**src/dbt_pkg.sv**
```systemverilog
package dbt_pkg;
  // register indexes; byte address is four times the index
  localparam logic [15:0] IDX_TIMER_CONTROL = 16'hFE18;
  localparam logic [15:0] IDX_PRESCALER_CONTROL = 16'hFE19;
  localparam logic [15:0] IDX_LOW_COUNT = 16'hFE1A;
  localparam logic [15:0] IDX_HIGH_COUNT = 16'hFE1B;
  localparam logic [15:0] IDX_LOW_MATCH = 16'hFE1C;
  localparam logic [15:0] IDX_HIGH_MATCH = 16'hFE1D;
  localparam logic [15:0] IDX_EXT_PIN_SELECT = 16'hFE1E;
  localparam int ADDR_W = 18;
  // timer_control bits
  localparam int B_HIGH_RUN = 7;
  localparam int B_LOW_RUN = 6;
  localparam int B_CASCADE = 5;
  localparam int B_PWM = 4;
  localparam int B_HIGH_FLAG = 3;
  localparam int B_HIGH_IE = 2;
  localparam int B_LOW_FLAG = 1;
  localparam int B_LOW_IE = 0;
  // prescaler_control bits
  localparam int B_HIGH_PRE_EN = 7;
  localparam int B_HIGH_PRE_SEL_HI = 6;
  localparam int B_HIGH_PRE_SEL_LO = 4;
  localparam int B_LOW_PRE_EN = 3;
  localparam int B_LOW_PRE_SEL_HI = 2;
  localparam int B_LOW_PRE_SEL_LO = 0;
  // ext_pin_select_reg bits
  localparam int B_SEL_PIN_A = 0;
  localparam int B_SEL_PIN_B = 1;
  localparam logic [1:0] EXT_SEL_MASK = 2'h3;
  // reset values and constants
  localparam logic [7:0] RST_BYTE = 8'h00;
  localparam logic [7:0] BYTE_ALL_ONES = 8'hFF;
  localparam logic [7:0] BYTE_ONE = 8'h01;
  localparam logic [8:0] PRE_BASE = 9'h002;
endpackage

```
**src/dbt_timer.sv**
```systemverilog
// The APB interface to the registers is this design's own decision.
`timescale 1ns/1ps
`default_nettype none
module dbt_timer (
  // clock, reset, enable
  input wire logic pclk,
  input wire logic presetn,
  input wire logic ce,
  // apb slave
  input wire logic psel,
  input wire logic penable,
  input wire logic pwrite,
  input wire logic [31:0] paddr,
  input wire logic [31:0] pwdata,
  output logic [31:0] prdata,
  output logic pready,
  output logic pslverr,
  // event pins
  input wire logic ext_irq_pin_a,
  input wire logic ext_irq_pin_b,
  // outputs
  output logic low_output_pin,
  output logic high_output_pin,
  output logic low_irq,
  output logic high_irq
);

  // prescaler terminal count: true when count reaches the selected division minus one
  function automatic logic pre_hit(input logic [7:0] cnt, input logic en,
                                   input logic [2:0] sel);
    logic [8:0] lim;
    lim = dbt_pkg::PRE_BASE << sel;
    pre_hit = en ? (cnt == 8'(lim - 9'h001)) : 1'b1;
  endfunction

  // register address decode
  function automatic logic hit(input logic [31:0] a, input logic [15:0] idx);
    hit = (a == {14'h0000, idx, 2'h0});
  endfunction

  logic [7:0] ctrl_ff, nxt_ctrl;
  logic [7:0] pre_ctrl_ff, nxt_pre_ctrl;
  logic [7:0] low_match_ff, nxt_low_match;
  logic [7:0] high_match_ff, nxt_high_match;
  logic [1:0] ext_sel_ff, nxt_ext_sel;
  logic [31:0] prdata_ff, nxt_prdata;
  logic pready_ff, nxt_pready;
  logic pslverr_ff, nxt_pslverr;

  logic half_ff, nxt_half;
  logic pin_prev_ff, nxt_pin_prev;
  logic [7:0] low_pre_ff, nxt_low_pre;
  logic [7:0] high_pre_ff, nxt_high_pre;
  logic [7:0] low_cnt_ff, nxt_low_cnt;
  logic [7:0] high_cnt_ff, nxt_high_cnt;
  logic [7:0] low_buf_ff, nxt_low_buf;
  logic [7:0] high_buf_ff, nxt_high_buf;
  logic low_out_ff, nxt_low_out;
  logic high_out_ff, nxt_high_out;
  logic low_irq_ff, nxt_low_irq;
  logic high_irq_ff, nxt_high_irq;

  logic low_run, high_run, cascade, pwm, high_pwm;
  logic ev_pin, ev_edge, low_in, high_in;
  logic low_tick, high_tick, low_match_ev, high_match_ev;
  logic low_period, high_period, low_ovf, high_ovf;
  logic access, wr;
  logic mapped;

  assign low_run = ctrl_ff[dbt_pkg::B_LOW_RUN];
  assign high_run = ctrl_ff[dbt_pkg::B_HIGH_RUN];
  assign cascade = ctrl_ff[dbt_pkg::B_CASCADE];
  assign pwm = ctrl_ff[dbt_pkg::B_PWM];
  assign high_pwm = pwm & ~cascade;

  // event input; either selected pin counts, rising edges only
  assign ev_pin = (ext_sel_ff[dbt_pkg::B_SEL_PIN_A] & ext_irq_pin_a) |
                  (ext_sel_ff[dbt_pkg::B_SEL_PIN_B] & ext_irq_pin_b);
  assign ev_edge = ev_pin & ~pin_prev_ff;

  // low prescaler input; event pin in pwm mode would upset the low byte
  always_comb begin
    if (pwm) begin
      low_in = 1'b1;
    end else if (|ext_sel_ff) begin
      low_in = ev_edge;
    end else begin
      low_in = half_ff;
    end
  end

  assign low_tick = low_run & low_in &
                    pre_hit(low_pre_ff, pre_ctrl_ff[dbt_pkg::B_LOW_PRE_EN],
                            pre_ctrl_ff[dbt_pkg::B_LOW_PRE_SEL_HI:dbt_pkg::B_LOW_PRE_SEL_LO]);
  assign low_match_ev = low_tick & (low_cnt_ff == low_buf_ff);
  assign low_ovf = low_tick & (low_cnt_ff == dbt_pkg::BYTE_ALL_ONES);
  // in pwm mode the low period ends at overflow, otherwise at match
  assign low_period = pwm ? low_ovf : low_match_ev;

  // high prescaler input per mode
  always_comb begin
    unique case ({cascade, pwm})
      2'h0: high_in = half_ff;
      2'h1: high_in = 1'b1;
      2'h2: high_in = low_match_ev;
      default: high_in = low_ovf;
    endcase
  end

  assign high_tick = high_run & high_in &
                     pre_hit(high_pre_ff, pre_ctrl_ff[dbt_pkg::B_HIGH_PRE_EN],
                             pre_ctrl_ff[dbt_pkg::B_HIGH_PRE_SEL_HI:dbt_pkg::B_HIGH_PRE_SEL_LO]);
  assign high_match_ev = high_tick & (high_cnt_ff == high_buf_ff);
  assign high_ovf = high_tick & (high_cnt_ff == dbt_pkg::BYTE_ALL_ONES);
  assign high_period = high_pwm ? high_ovf : high_match_ev;

  // bus access decode
  assign access = psel & penable & ~pready_ff;
  assign wr = access & pwrite;
  assign mapped = hit(paddr, dbt_pkg::IDX_TIMER_CONTROL) |
                  hit(paddr, dbt_pkg::IDX_PRESCALER_CONTROL) |
                  hit(paddr, dbt_pkg::IDX_LOW_COUNT) |
                  hit(paddr, dbt_pkg::IDX_HIGH_COUNT) |
                  hit(paddr, dbt_pkg::IDX_LOW_MATCH) |
                  hit(paddr, dbt_pkg::IDX_HIGH_MATCH) |
                  hit(paddr, dbt_pkg::IDX_EXT_PIN_SELECT);

  // register file and bus answer
  always_comb begin
    nxt_ctrl = ctrl_ff;
    nxt_pre_ctrl = pre_ctrl_ff;
    nxt_low_match = low_match_ff;
    nxt_high_match = high_match_ff;
    nxt_ext_sel = ext_sel_ff;
    nxt_prdata = prdata_ff;
    nxt_pready = access;
    nxt_pslverr = access & ~mapped;
    if (wr && hit(paddr, dbt_pkg::IDX_TIMER_CONTROL)) begin
      nxt_ctrl = pwdata[7:0];
    end
    if (wr && hit(paddr, dbt_pkg::IDX_PRESCALER_CONTROL)) begin
      nxt_pre_ctrl = pwdata[7:0];
    end
    if (wr && hit(paddr, dbt_pkg::IDX_LOW_MATCH)) begin
      nxt_low_match = pwdata[7:0];
    end
    if (wr && hit(paddr, dbt_pkg::IDX_HIGH_MATCH)) begin
      nxt_high_match = pwdata[7:0];
    end
    if (wr && hit(paddr, dbt_pkg::IDX_EXT_PIN_SELECT)) begin
      nxt_ext_sel = pwdata[1:0] & dbt_pkg::EXT_SEL_MASK;
    end
    // hardware set wins over a software clear in the same cycle
    if (low_period) begin
      nxt_ctrl[dbt_pkg::B_LOW_FLAG] = 1'b1;
    end
    if (high_period) begin
      nxt_ctrl[dbt_pkg::B_HIGH_FLAG] = 1'b1;
    end
    if (access && !pwrite) begin
      nxt_prdata = 32'h00000000;
      if (hit(paddr, dbt_pkg::IDX_TIMER_CONTROL)) begin
        nxt_prdata[7:0] = ctrl_ff;
      end
      if (hit(paddr, dbt_pkg::IDX_PRESCALER_CONTROL)) begin
        nxt_prdata[7:0] = pre_ctrl_ff;
      end
      if (hit(paddr, dbt_pkg::IDX_LOW_COUNT)) begin
        nxt_prdata[7:0] = low_cnt_ff;
      end
      if (hit(paddr, dbt_pkg::IDX_HIGH_COUNT)) begin
        nxt_prdata[7:0] = high_cnt_ff;
      end
      if (hit(paddr, dbt_pkg::IDX_LOW_MATCH)) begin
        nxt_prdata[7:0] = low_match_ff;
      end
      if (hit(paddr, dbt_pkg::IDX_HIGH_MATCH)) begin
        nxt_prdata[7:0] = high_match_ff;
      end
      if (hit(paddr, dbt_pkg::IDX_EXT_PIN_SELECT)) begin
        nxt_prdata[1:0] = ext_sel_ff;
      end
    end
  end

  always_ff @(posedge pclk or negedge presetn) begin
    if (!presetn) begin
      ctrl_ff <= dbt_pkg::RST_BYTE;
      pre_ctrl_ff <= dbt_pkg::RST_BYTE;
      low_match_ff <= dbt_pkg::RST_BYTE;
      high_match_ff <= dbt_pkg::RST_BYTE;
      ext_sel_ff <= 2'h0;
      prdata_ff <= 32'h00000000;
      pready_ff <= 1'b0;
      pslverr_ff <= 1'b0;
    end else if (ce) begin
      ctrl_ff <= nxt_ctrl;
      pre_ctrl_ff <= nxt_pre_ctrl;
      low_match_ff <= nxt_low_match;
      high_match_ff <= nxt_high_match;
      ext_sel_ff <= nxt_ext_sel;
      prdata_ff <= nxt_prdata;
      pready_ff <= nxt_pready;
      pslverr_ff <= nxt_pslverr;
    end
  end

  // timer datapath
  always_comb begin
    nxt_half = ~half_ff;
    nxt_pin_prev = ev_pin;
    nxt_low_pre = low_pre_ff;
    nxt_high_pre = high_pre_ff;
    nxt_low_cnt = low_cnt_ff;
    nxt_high_cnt = high_cnt_ff;
    nxt_low_buf = low_buf_ff;
    nxt_high_buf = high_buf_ff;
    nxt_low_out = low_out_ff;
    nxt_high_out = high_out_ff;

    // low prescaler and counter
    if (!low_run) begin
      nxt_low_pre = dbt_pkg::RST_BYTE;
      nxt_low_cnt = dbt_pkg::RST_BYTE;
      nxt_low_buf = low_match_ff;
    end else if (low_in) begin
      if (low_tick) begin
        nxt_low_pre = dbt_pkg::RST_BYTE;
        if (low_match_ev && !pwm) begin
          nxt_low_cnt = dbt_pkg::RST_BYTE;
        end else begin
          nxt_low_cnt = low_cnt_ff + dbt_pkg::BYTE_ONE;
        end
      end else begin
        nxt_low_pre = low_pre_ff + dbt_pkg::BYTE_ONE;
      end
    end
    if (low_run && low_period) begin
      nxt_low_buf = low_match_ff;
    end

    // high prescaler and counter; mode 1 wraps instead of clearing
    if (!high_run) begin
      nxt_high_pre = dbt_pkg::RST_BYTE;
      nxt_high_cnt = dbt_pkg::RST_BYTE;
      nxt_high_buf = high_match_ff;
    end else if (high_in) begin
      if (high_tick) begin
        nxt_high_pre = dbt_pkg::RST_BYTE;
        if (high_match_ev && !high_pwm) begin
          nxt_high_cnt = dbt_pkg::RST_BYTE;
        end else begin
          nxt_high_cnt = high_cnt_ff + dbt_pkg::BYTE_ONE;
        end
      end else begin
        nxt_high_pre = high_pre_ff + dbt_pkg::BYTE_ONE;
      end
    end
    if (high_run && high_period) begin
      nxt_high_buf = high_match_ff;
    end

    // low output
    if (!low_run) begin
      nxt_low_out = 1'b1;
    end else if (low_match_ff == dbt_pkg::BYTE_ALL_ONES) begin
      nxt_low_out = 1'b0;
    end else if (pwm) begin
      if (low_ovf) begin
        nxt_low_out = 1'b0;
      end else if (low_match_ev) begin
        nxt_low_out = 1'b1;
      end
    end else if (low_match_ev) begin
      nxt_low_out = ~low_out_ff;
    end

    // high output; toggles in cascade modes
    if (!high_run) begin
      nxt_high_out = 1'b1;
    end else if (high_match_ff == dbt_pkg::BYTE_ALL_ONES) begin
      nxt_high_out = 1'b0;
    end else if (high_pwm) begin
      if (high_ovf) begin
        nxt_high_out = 1'b0;
      end else if (high_match_ev) begin
        nxt_high_out = 1'b1;
      end
    end else if (high_match_ev) begin
      nxt_high_out = ~high_out_ff;
    end

    nxt_low_irq = nxt_ctrl[dbt_pkg::B_LOW_FLAG] & nxt_ctrl[dbt_pkg::B_LOW_IE];
    nxt_high_irq = nxt_ctrl[dbt_pkg::B_HIGH_FLAG] & nxt_ctrl[dbt_pkg::B_HIGH_IE];
  end

  always_ff @(posedge pclk or negedge presetn) begin
    if (!presetn) begin
      half_ff <= 1'b0;
      pin_prev_ff <= 1'b0;
      low_pre_ff <= dbt_pkg::RST_BYTE;
      high_pre_ff <= dbt_pkg::RST_BYTE;
      low_cnt_ff <= dbt_pkg::RST_BYTE;
      high_cnt_ff <= dbt_pkg::RST_BYTE;
      low_buf_ff <= dbt_pkg::RST_BYTE;
      high_buf_ff <= dbt_pkg::RST_BYTE;
      low_out_ff <= 1'b1;
      high_out_ff <= 1'b1;
      low_irq_ff <= 1'b0;
      high_irq_ff <= 1'b0;
    end else if (ce) begin
      half_ff <= nxt_half;
      pin_prev_ff <= nxt_pin_prev;
      low_pre_ff <= nxt_low_pre;
      high_pre_ff <= nxt_high_pre;
      low_cnt_ff <= nxt_low_cnt;
      high_cnt_ff <= nxt_high_cnt;
      low_buf_ff <= nxt_low_buf;
      high_buf_ff <= nxt_high_buf;
      low_out_ff <= nxt_low_out;
      high_out_ff <= nxt_high_out;
      low_irq_ff <= nxt_low_irq;
      high_irq_ff <= nxt_high_irq;
    end
  end

  assign prdata = prdata_ff;
  assign pready = pready_ff;
  assign pslverr = pslverr_ff;
  assign low_output_pin = low_out_ff;
  assign high_output_pin = high_out_ff;
  assign low_irq = low_irq_ff;
  assign high_irq = high_irq_ff;

endmodule // dbt_timer
`default_nettype wire

```
**config.mk**
```make
export PLATFORM = sky130hd
export DESIGN_NAME = dbt_timer
export DESIGN_NICKNAME = d
export VERILOG_FILES = /design/src/dbt_pkg.sv /design/src/dbt_timer.sv
export SDC_FILE = /design/constraint.sdc
export NUM_CORES = 1
export LEC_CHECK = 0
export BUFFER_PORTS_ARGS = -buffer_cell sky130_fd_sc_hd__buf_2
export CORE_MARGIN = 8
export CORE_UTILIZATION = 30
export DETAILED_ROUTE_END_ITERATION = 7
export PLACE_DENSITY = 0.59
export REMOVE_ABC_BUFFERS = 1
export SYNTH_ARGS = -nofsm -noshare
export SYNTH_HDL_FRONTEND = slang
export SYNTH_SLANG_ARGS = --single-unit
```
**constraint.sdc**
```tcl
create_clock -name pclk -period 5.68 [get_ports pclk]
set_input_delay 1.136 -clock pclk [delete_from_list [all_inputs] [get_ports pclk]]
set_output_delay 1.136 -clock pclk [all_outputs]
set_load 0.02 [all_outputs]
```
==> results of run 1 <==
[flip-flops by register name, indices dropped and copies added, names as in the netlist]
register,cells
ctrl_ff,8
low_buf_ff,8
low_pre_ff,8
high_output_pin,1
pin_prev_ff,1
ext_sel_ff,2
high_irq,1
prdata,8
high_cnt_ff,8
pready,1
half_ff,1
high_match_ff,8
high_pre_ff,8
high_buf_ff,8
pre_ctrl_ff,8
low_cnt_ff,8
low_match_ff,8
low_output_pin,1
low_irq,1
pslverr,1
[kinds of logic (layout without fill, tap and decap cells)]
| kind of cell | Yosys count | after routing |
|---|---|---|
| AO/OA/AOI/OAI | 134 | 134 |
| buffers and inverters | 71 | 99 |
| AND/OR/NAND/NOR | 172 | 172 |
| adder cells (fa/ha/maj) | 5 | 5 |
| flip-flops | 98 | 98 |
| multiplexers | 58 | 58 |
| other | 1 | 24 |
| XOR/XNOR | 21 | 21 |
[metrics by stage]
stage          power (mW)  hold slack, ps
2_1_floorplan       0.802             453
3_3_place_gp        0.870             461
3_5_place_dp        0.872             462
4_1_cts              1.50             478
5_1_grt              1.54             498
6_report             1.49             472
[worst min-delay path: stages, from the launching register on]
cell and delay [ps]:
dfrtp_1 340, nand2_1 50, o31ai_1 50
[cell type report]
| class | instances | area share, % |
|---|---|---|
| multi-input cells | 414 | 46.3 |
| flip-flops and latches | 98 | 38.2 |
| repair buffers | 63 | 5.02 |
| well taps | 234 | 4.55 |
| clock buffers | 10 | 3.72 |
| inverters | 21 | 1.23 |
| clock inverters | 5 | 0.973 |
[Yosys cell counts (12+ instances only)]
library cell	count	area share [%]
dfrtp_1	96	42
mux2_2	50	9.8
nand2_1	35	2.3
a21oi_1	29	2.5
buf_4	26	3.4
nor2_1	23	1.5
inv_1	20	1.3
nand3_1	19	1.6
o21ai_0	16	1.4
nor2b_1	14	1.5
nand4_1	13	1.4
a31oi_1	12	1.3
[power groups by stage]
stage | clock network [mW] | logic, mW | registers (mW)
6_report | 0.631 | 0.145 | 0.713
5_1_grt | 0.672 | 0.158 | 0.714
4_1_cts | 0.647 | 0.145 | 0.713
3_5_place_dp | 0 | 0.145 | 0.726
3_3_place_gp | 0 | 0.144 | 0.726
2_1_floorplan | 0 | 0.0756 | 0.727
[worst paths after layout]
path | startpoint | endpoint | depth (start not counted)
min | prdata[1]$_DFFE_PN0P_ | prdata[1]$_DFFE_PN0P_ | 2
min reg2reg | prdata[1]$_DFFE_PN0P_ | prdata[1]$_DFFE_PN0P_ | 2
max | paddr[7] | high_match_ff[5]$_DFFE_PN0P_ | 7
min in group asynchronous | presetn | high_pre_ff[7]$_DFFE_PN0P_ | 1
max in group asynchronous | presetn | low_output_pin$_DFFE_PN1P_ | 2
max reg2reg | low_cnt_ff[0]$_DFFE_PN0P_ | high_buf_ff[1]$_DFFE_PN0P_ | 8
[layer usage]
layer,vias up,GRT usage [%],part of all wire [%],routed length [um]
li1,2143,-,-,-
met3,23,1.70,4.3,677
met1,2277,18.1,48,7500
met2,114,20.2,46,7190
met4,0,4.99,2.0,312
met5,-,0,0,0
==> summary.txt, run 1 <==
Timing
  • Hold Vio Cnt, Final: 0
  • RSZ-0062 raised after global routing: no
  • Worst setup margin: 1940 ps
  • Final Skew: 7.18 ps
  • Tmin final: 3740 ps
  • Max Slew Vio Count: 0
  • Fmax: 0.268 GHz
  • Slew headroom: 43.0%
  • Slew @ Worst Pin: approximately 850 ps
  • Setup Total Neg Slack: 0 ps
  • Endpoints failing setup: 0
  • Tcrit/Tclk final: 65.8%

Die
  • Top-Level Pins: 110
  • Core Footprint: 0.0188 mm2
  • Site Rows: 50
  • Die H: 155 um
  • Die ar.: about 0.024 mm2
  • Die span in x: 155 um
  • Starting Density: 30.8%

Synthesis
  • Cell Area, Synth: 0.00577 mm2
  • Synth Area per Inst: 10.3 um2
  • Main combinational cell family by area after synthesis: compound AO/OA/AOI/OAI gates
  • EDFF count, synth: 0
  • Multiplexer share of the synthesized area: 12.2%
  • Synth cell types: a little over 80
  • Mapped Cells: between 500 and 600
  • Post-synthesis register bit count: 98
  • Synth Area in Adders: 1.04%
  • Post-synthesis compound-gate area fraction: 17.0%
  • Seq/Total Area, Yosys: 42.5%
  • XOR/XNOR share of the synthesized area: approximately 3.2%
  • Top_reg_cell synth: dfrtp_1
  • Post-synthesis simple-gate area fraction: 16.6%
  • Yosys warnings: 0
  • Async SR Flop Fraction: 100%

Finish
  • Most common cell after layout, fill and taps aside: dfrtp_1
  • Core Util, Final: 34.3%
  • Final net count: between 600 and 700
  • Fin cells: between 800 and 900
  • Final instance area: about 0.0064 mm2
  • Layout cell share with drive strength beyond 1: 25.5%
  • Layout area overhead: 11.4%
  • Fill cells: about 1900
  • Highest-count cells in the layout ignoring fill and taps: 96 x dfrtp_1, 60 x buf_2, 50 x mux2_2, 35 x nand2_1, 29 x a21oi_1
  • Antenna diodes: 0
  • Register area: 0.00245 mm2
  • Multi-input gate area: just under 0.003 mm2

Setup path
  • CP Capture Type: flip-flop
  • FF-to-FF setup slack: ~2800 ps
  • Crit path max-delay cell type: nor4_2
  • Startpoint types: input port
  • Worst Path Buf+Inv: 1
  • Slowest stage delay, CP: about 770 ps
  • Critical path class: in -> reg
  • Worst EP required: 5920 ps
  • CP top delay family: simple AND/OR/NAND/NOR gates
  • CP max FO: 10
  • Worst path cell trace: buf_2 > nor4b_1 > nand3_1 > nor4_2 > and3_1 > nor2b_1 > mux2_2
  • Crit path arrival time: 3970 ps

Clock network
  • Clk pin slew, worst setup/hold paths: roughly 70 ps
  • Clk_lat worst skew: 350 ps
  • Clock sink count: 98
  • Maximum clock insertion buffer count: 2
  • CTS Root Cell: clkbuf_16
  • Setup Buffers After CTS: 0
  • H-tree depth: 3
  • Num CTS Buffers: 9
  • Post-CTS sizing: 0
  • CTS Hold Buffers Added: 0
  • TritonCTS clock tree: built

Detailed routing
  • Vias per Instance: between 5 and 6
  • First drt pass iteration count: 6
  • Initial DRC Count: 272
  • Post-route ant nets: 0
  • DR vias: 4557
  • Post-route DRC: 0
  • Total detailed-routing wirelength: 15700 um
  • Avg WL per Cell: between 15 and 20 um

Flow run
  • MaxCap Viol Count: 0

GRT
  • Largest net degree at the start of global routing: just over 60
  • First-pass GRT wire length: ~25000 um
  • Antenna violations before repair: 0
  • Grt ovf: 0
  • GRT Total Usage: 13.0%
  • Vias in the first global route: around 4400

Status
  • Outcome: completed

Place
  • Post-Place Setup Slack: 1570 ps
  • PortBufs: just over 60
  • Routability cong.: 0.821
  • Placed inst area: 0.00613 mm2
  • Post-DP HPWL: 11600 um
  • Cells after DPL: 830

Power
  • Leak pwr: 2.86 nW
  • P_int: 1.10 mW
  • Psw: ~390 uW
  • Switching share of power: 26.1%
  • Peak VDD IR: between 100 and 150 uV
  • Comb power frac: 9.7%
  • Pwr Density: 231 mW/mm2
  • Flop pwr share: 47.9%
  • Clock Power Share: 42.4%

Worst hold path
  • Worst Hold Class: reg -> reg
(Power assumes the default switching activity.)
==> run 2, diff against run 1 <==
==> constraint.sdc (replaced) <==
create_clock -name pclk -period 3.5 [get_ports pclk]
set_input_delay 0.7 -clock pclk [delete_from_list [all_inputs] [get_ports pclk]]
set_output_delay 0.7 -clock pclk [all_outputs]
set_load 0.02 [all_outputs]
==> summary.txt, run 2 (synthesis gave the netlist of run 1 again) <==
Status
  • Outcome: completed (unchanged)

Power
  • Switching share of power: 26.5% (was 26.1%)
  • Comb power frac: 9.7% (about the same)
  • Psw: 639 uW (was 388 uW)
  • Pwr Density: 373 mW/mm2 (was 231 mW/mm2)
  • P_int: 1.77 mW (was 1.10 mW)
  • Leak pwr: 2.90 nW (was 2.86 nW)
  • Clock Power Share: 42.3% (was 42.4%)
  • Flop pwr share: 48.0% (was 47.9%)
  • Peak VDD IR: 211 uV (was 106 uV)

Detailed routing
  • Max Used Layer: met4 (unchanged)
  • Met3 WL: 589 um (was 677 um)
  • DR vias: 4485 (was 4557)
  • Initial DRC Count: 316 (was 272)
  • Routed length on met2: 7280 um (was 7190 um)
  • Total detailed-routing wirelength: 15500 um (was 15700 um)
  • Post-route ant nets: 0 (unchanged)
  • Vias per Instance: 5.26 (was 5.39)
  • M1 WL: 7410 um (was 7500 um)
  • Post-route DRC: 0 (unchanged)
  • First drt pass iteration count: 6 (unchanged)
  • Avg WL per Cell: 18.2 um (was 18.6 um)

Setup path
  • FF-to-FF path depth: 8 (unchanged)
  • Worst path cell trace: ha_1 > and3_1 > and3_1 > and4_1 > a21o_2 > a41o_2 > a31oi_4 > mux2_2 (was buf_2 > nor4b_1 > nand3_1 > nor4_2 > and3_1 > nor2b_1 > mux2_2)
  • Top cell by count, worst path: and3_1
  • Crit path arrival time: 3170 ps (was 3970 ps)
  • CP Capture Type: flip-flop (unchanged)
  • Startpoint types: flip-flop (was input port)
  • CP top delay family: compound AO/OA/AOI/OAI gates (was simple AND/OR/NAND/NOR gates)
  • R2R Path Start: low_cnt_ff[0]$_DFFE_PN0P_ (unchanged)
  • FF-to-FF setup slack: 580 ps (was 2750 ps)
  • Crit path max-delay cell type: dfrtp_1 (was nor4_2)
  • Reg2Reg Capture Point: high_buf_ff[6]$_DFFE_PN0P_ (was high_buf_ff[1]$_DFFE_PN0P_)
  • Slowest stage delay, CP: 460 ps (was 770 ps)
  • Critical path class: reg -> reg (was in -> reg)
  • CP max FO: 15 (was 10)
  • Worst Path Buf+Inv: 0 (was 1)
  • Worst EP required: 3740 ps (was 5920 ps)

Clock network
  • Post-CTS sizing: 0 (unchanged)
  • Clock sink count: 98 (unchanged)
  • Maximum clock insertion buffer count: 2 (unchanged)
  • Setup Buffers After CTS: 0 (unchanged)
  • Clk_lat worst skew: 350 ps (about the same)
  • TritonCTS clock tree: built (unchanged)
  • H-tree depth: 3 (unchanged)
  • CTS Root Cell: clkbuf_16 (unchanged)
  • CTS Hold Buffers Added: 0 (unchanged)
  • Num CTS Buffers: 9 (unchanged)
  • Clk pin slew, worst setup/hold paths: 70 ps (about the same)

Timing
  • Endpoints failing setup: 0 (unchanged)
  • Fmax: about 0.34 GHz
  • Tcrit/Tclk final: 83.6%
  • Setup Total Neg Slack: 0 ps (unchanged)
  • Slew @ Worst Pin: 691 ps (was 848 ps)
  • Final Skew: 10.7 ps (was 7.18 ps)
  • Tmin final: 2920 ps
  • Final hold slack: 383 ps (was 472 ps)
  • RSZ-0062 raised after global routing: no (unchanged)
  • Max Slew Vio Count: 0 (unchanged)
  • Hold Vio Cnt, Final: 0 (unchanged)
  • Slew headroom: 54.0% (was 43.0%)

GRT
  • GRT Total Usage: 13.0% (about the same)
  • Largest net degree at the start of global routing: 54 (was 61)
  • Antenna violations before repair: 0 (unchanged)
  • Grt ovf: 0 (unchanged)
  • First-pass GRT wire length: 24600 um (was 24800 um)
  • Vias in the first global route: 4279 (was 4354)

Place
  • Routability cong.: 0.819 (was 0.821)
  • PortBufs: 61 (unchanged)
  • Post-DP HPWL: 11800 um (was 11600 um)

Die
  • Core Footprint: 0.0188 mm2 (unchanged)
  • Die span in x: 155 um (unchanged)
  • Die ar.: 0.0239 mm2 (unchanged)
  • Top-Level Pins: 110 (unchanged)
  • Site Rows: 50 (unchanged)
  • Starting Density: 30.8% (unchanged)
  • Die H: 155 um (unchanged)

Finish
  • Final net count: 689 (was 683)
  • Layout area overhead: 12.1% (was 11.4%)
  • Antenna diodes: 0 (unchanged)
  • Layout cell share with drive strength beyond 1: 26.4% (was 25.5%)
  • Most common cell after layout, fill and taps aside: dfrtp_1 (unchanged)
  • Fill cells: 1919 (was 1917)
  • Highest-count cells in the layout ignoring fill and taps: 96 x dfrtp_1, 60 x buf_2, 50 x mux2_2, 35 x nand2_1, 29 x a21oi_1 (unchanged)

Worst hold path
  • Worst Hold Class: in -> async (was reg -> reg)

Flow run
  • MaxCap Viol Count: 0 (unchanged)
run 2: cell count changes in the layout (fill, tap and decap cells not counted):
cell        delta
buf_4          +6
inv_6          +1
clkinvlp_4     -2
clkinv_4       +1
clkbuf_8       -1
clkinv_2       +2
run 2: routing by layer:
| metal | vias to the layer above | GRT usage (%) |
|---|---|---|
| li1 | 2154 | - |
| met1 | 2222 | 18.0 |
| met2 | 95 | 20.5 |
| met3 | 14 | 1.89 |
| met4 | 0 | 4.34 |
| met5 | - | 0 |
run 2: how the worst max path moves through the flow:
stage                                           from                            to  depth (start not counted)
after detailed placement                    paddr[7]    pre_ctrl_ff[2]$_DFFE_PN0P_                          9
after CTS                  low_cnt_ff[0]$_DFFE_PN0P_    high_buf_ff[6]$_DFFE_PN0P_                          8
after floorplan                             paddr[7]  high_match_ff[0]$_DFFE_PN0P_                          6
final                      low_cnt_ff[0]$_DFFE_PN0P_    high_buf_ff[6]$_DFFE_PN0P_                          8
after global routing      pre_ctrl_ff[2]$_DFFE_PN0P_     low_cnt_ff[6]$_DFFE_PN0P_                          7
after global placement                      paddr[7]   low_match_ff[6]$_DFFE_PN0P_                          9
run 2: final cells by class:
type	count	area, um2	share of cell area (%)
Clock inverter	7	75.1	1.16
Tap cell	234	293	4.52
Inverter	21	78.8	1.22
Clock buffer	9	225	3.48
Timing Repair Buffer	69	368	5.68
Multi-Input combinational cell	414	2980	46.0
Sequential cell	98	2450	37.9
run 2: per-stage QoR:
stage / setup WS [ps] / cell area [um2] / util [%] / power [mW] / std cells
after floorplan: 588 / 5510 / - / 1.30 / 533
after global placement: 510 / 6170 / 32.9 / 1.42 / 836
after detailed placement: 508 / 6170 / 32.9 / 1.41 / 836
after CTS: 591 / 6470 / 34.5 / 2.44 / 852
after global routing: 488 / 6470 / 34.5 / 2.50 / 852
final: 575 / 6470 / 34.5 / 2.41 / 852
run 2: power groups by stage:
stage | Sequential, mW | Clock (mW) | Combinational [mW]
6_report | 1.16 | 1.02 | 0.234
3_3_place_gp | 1.18 | 0 | 0.236
3_5_place_dp | 1.18 | 0 | 0.235
5_1_grt | 1.16 | 1.08 | 0.257
4_1_cts | 1.16 | 1.04 | 0.235
2_1_floorplan | 1.18 | 0 | 0.123
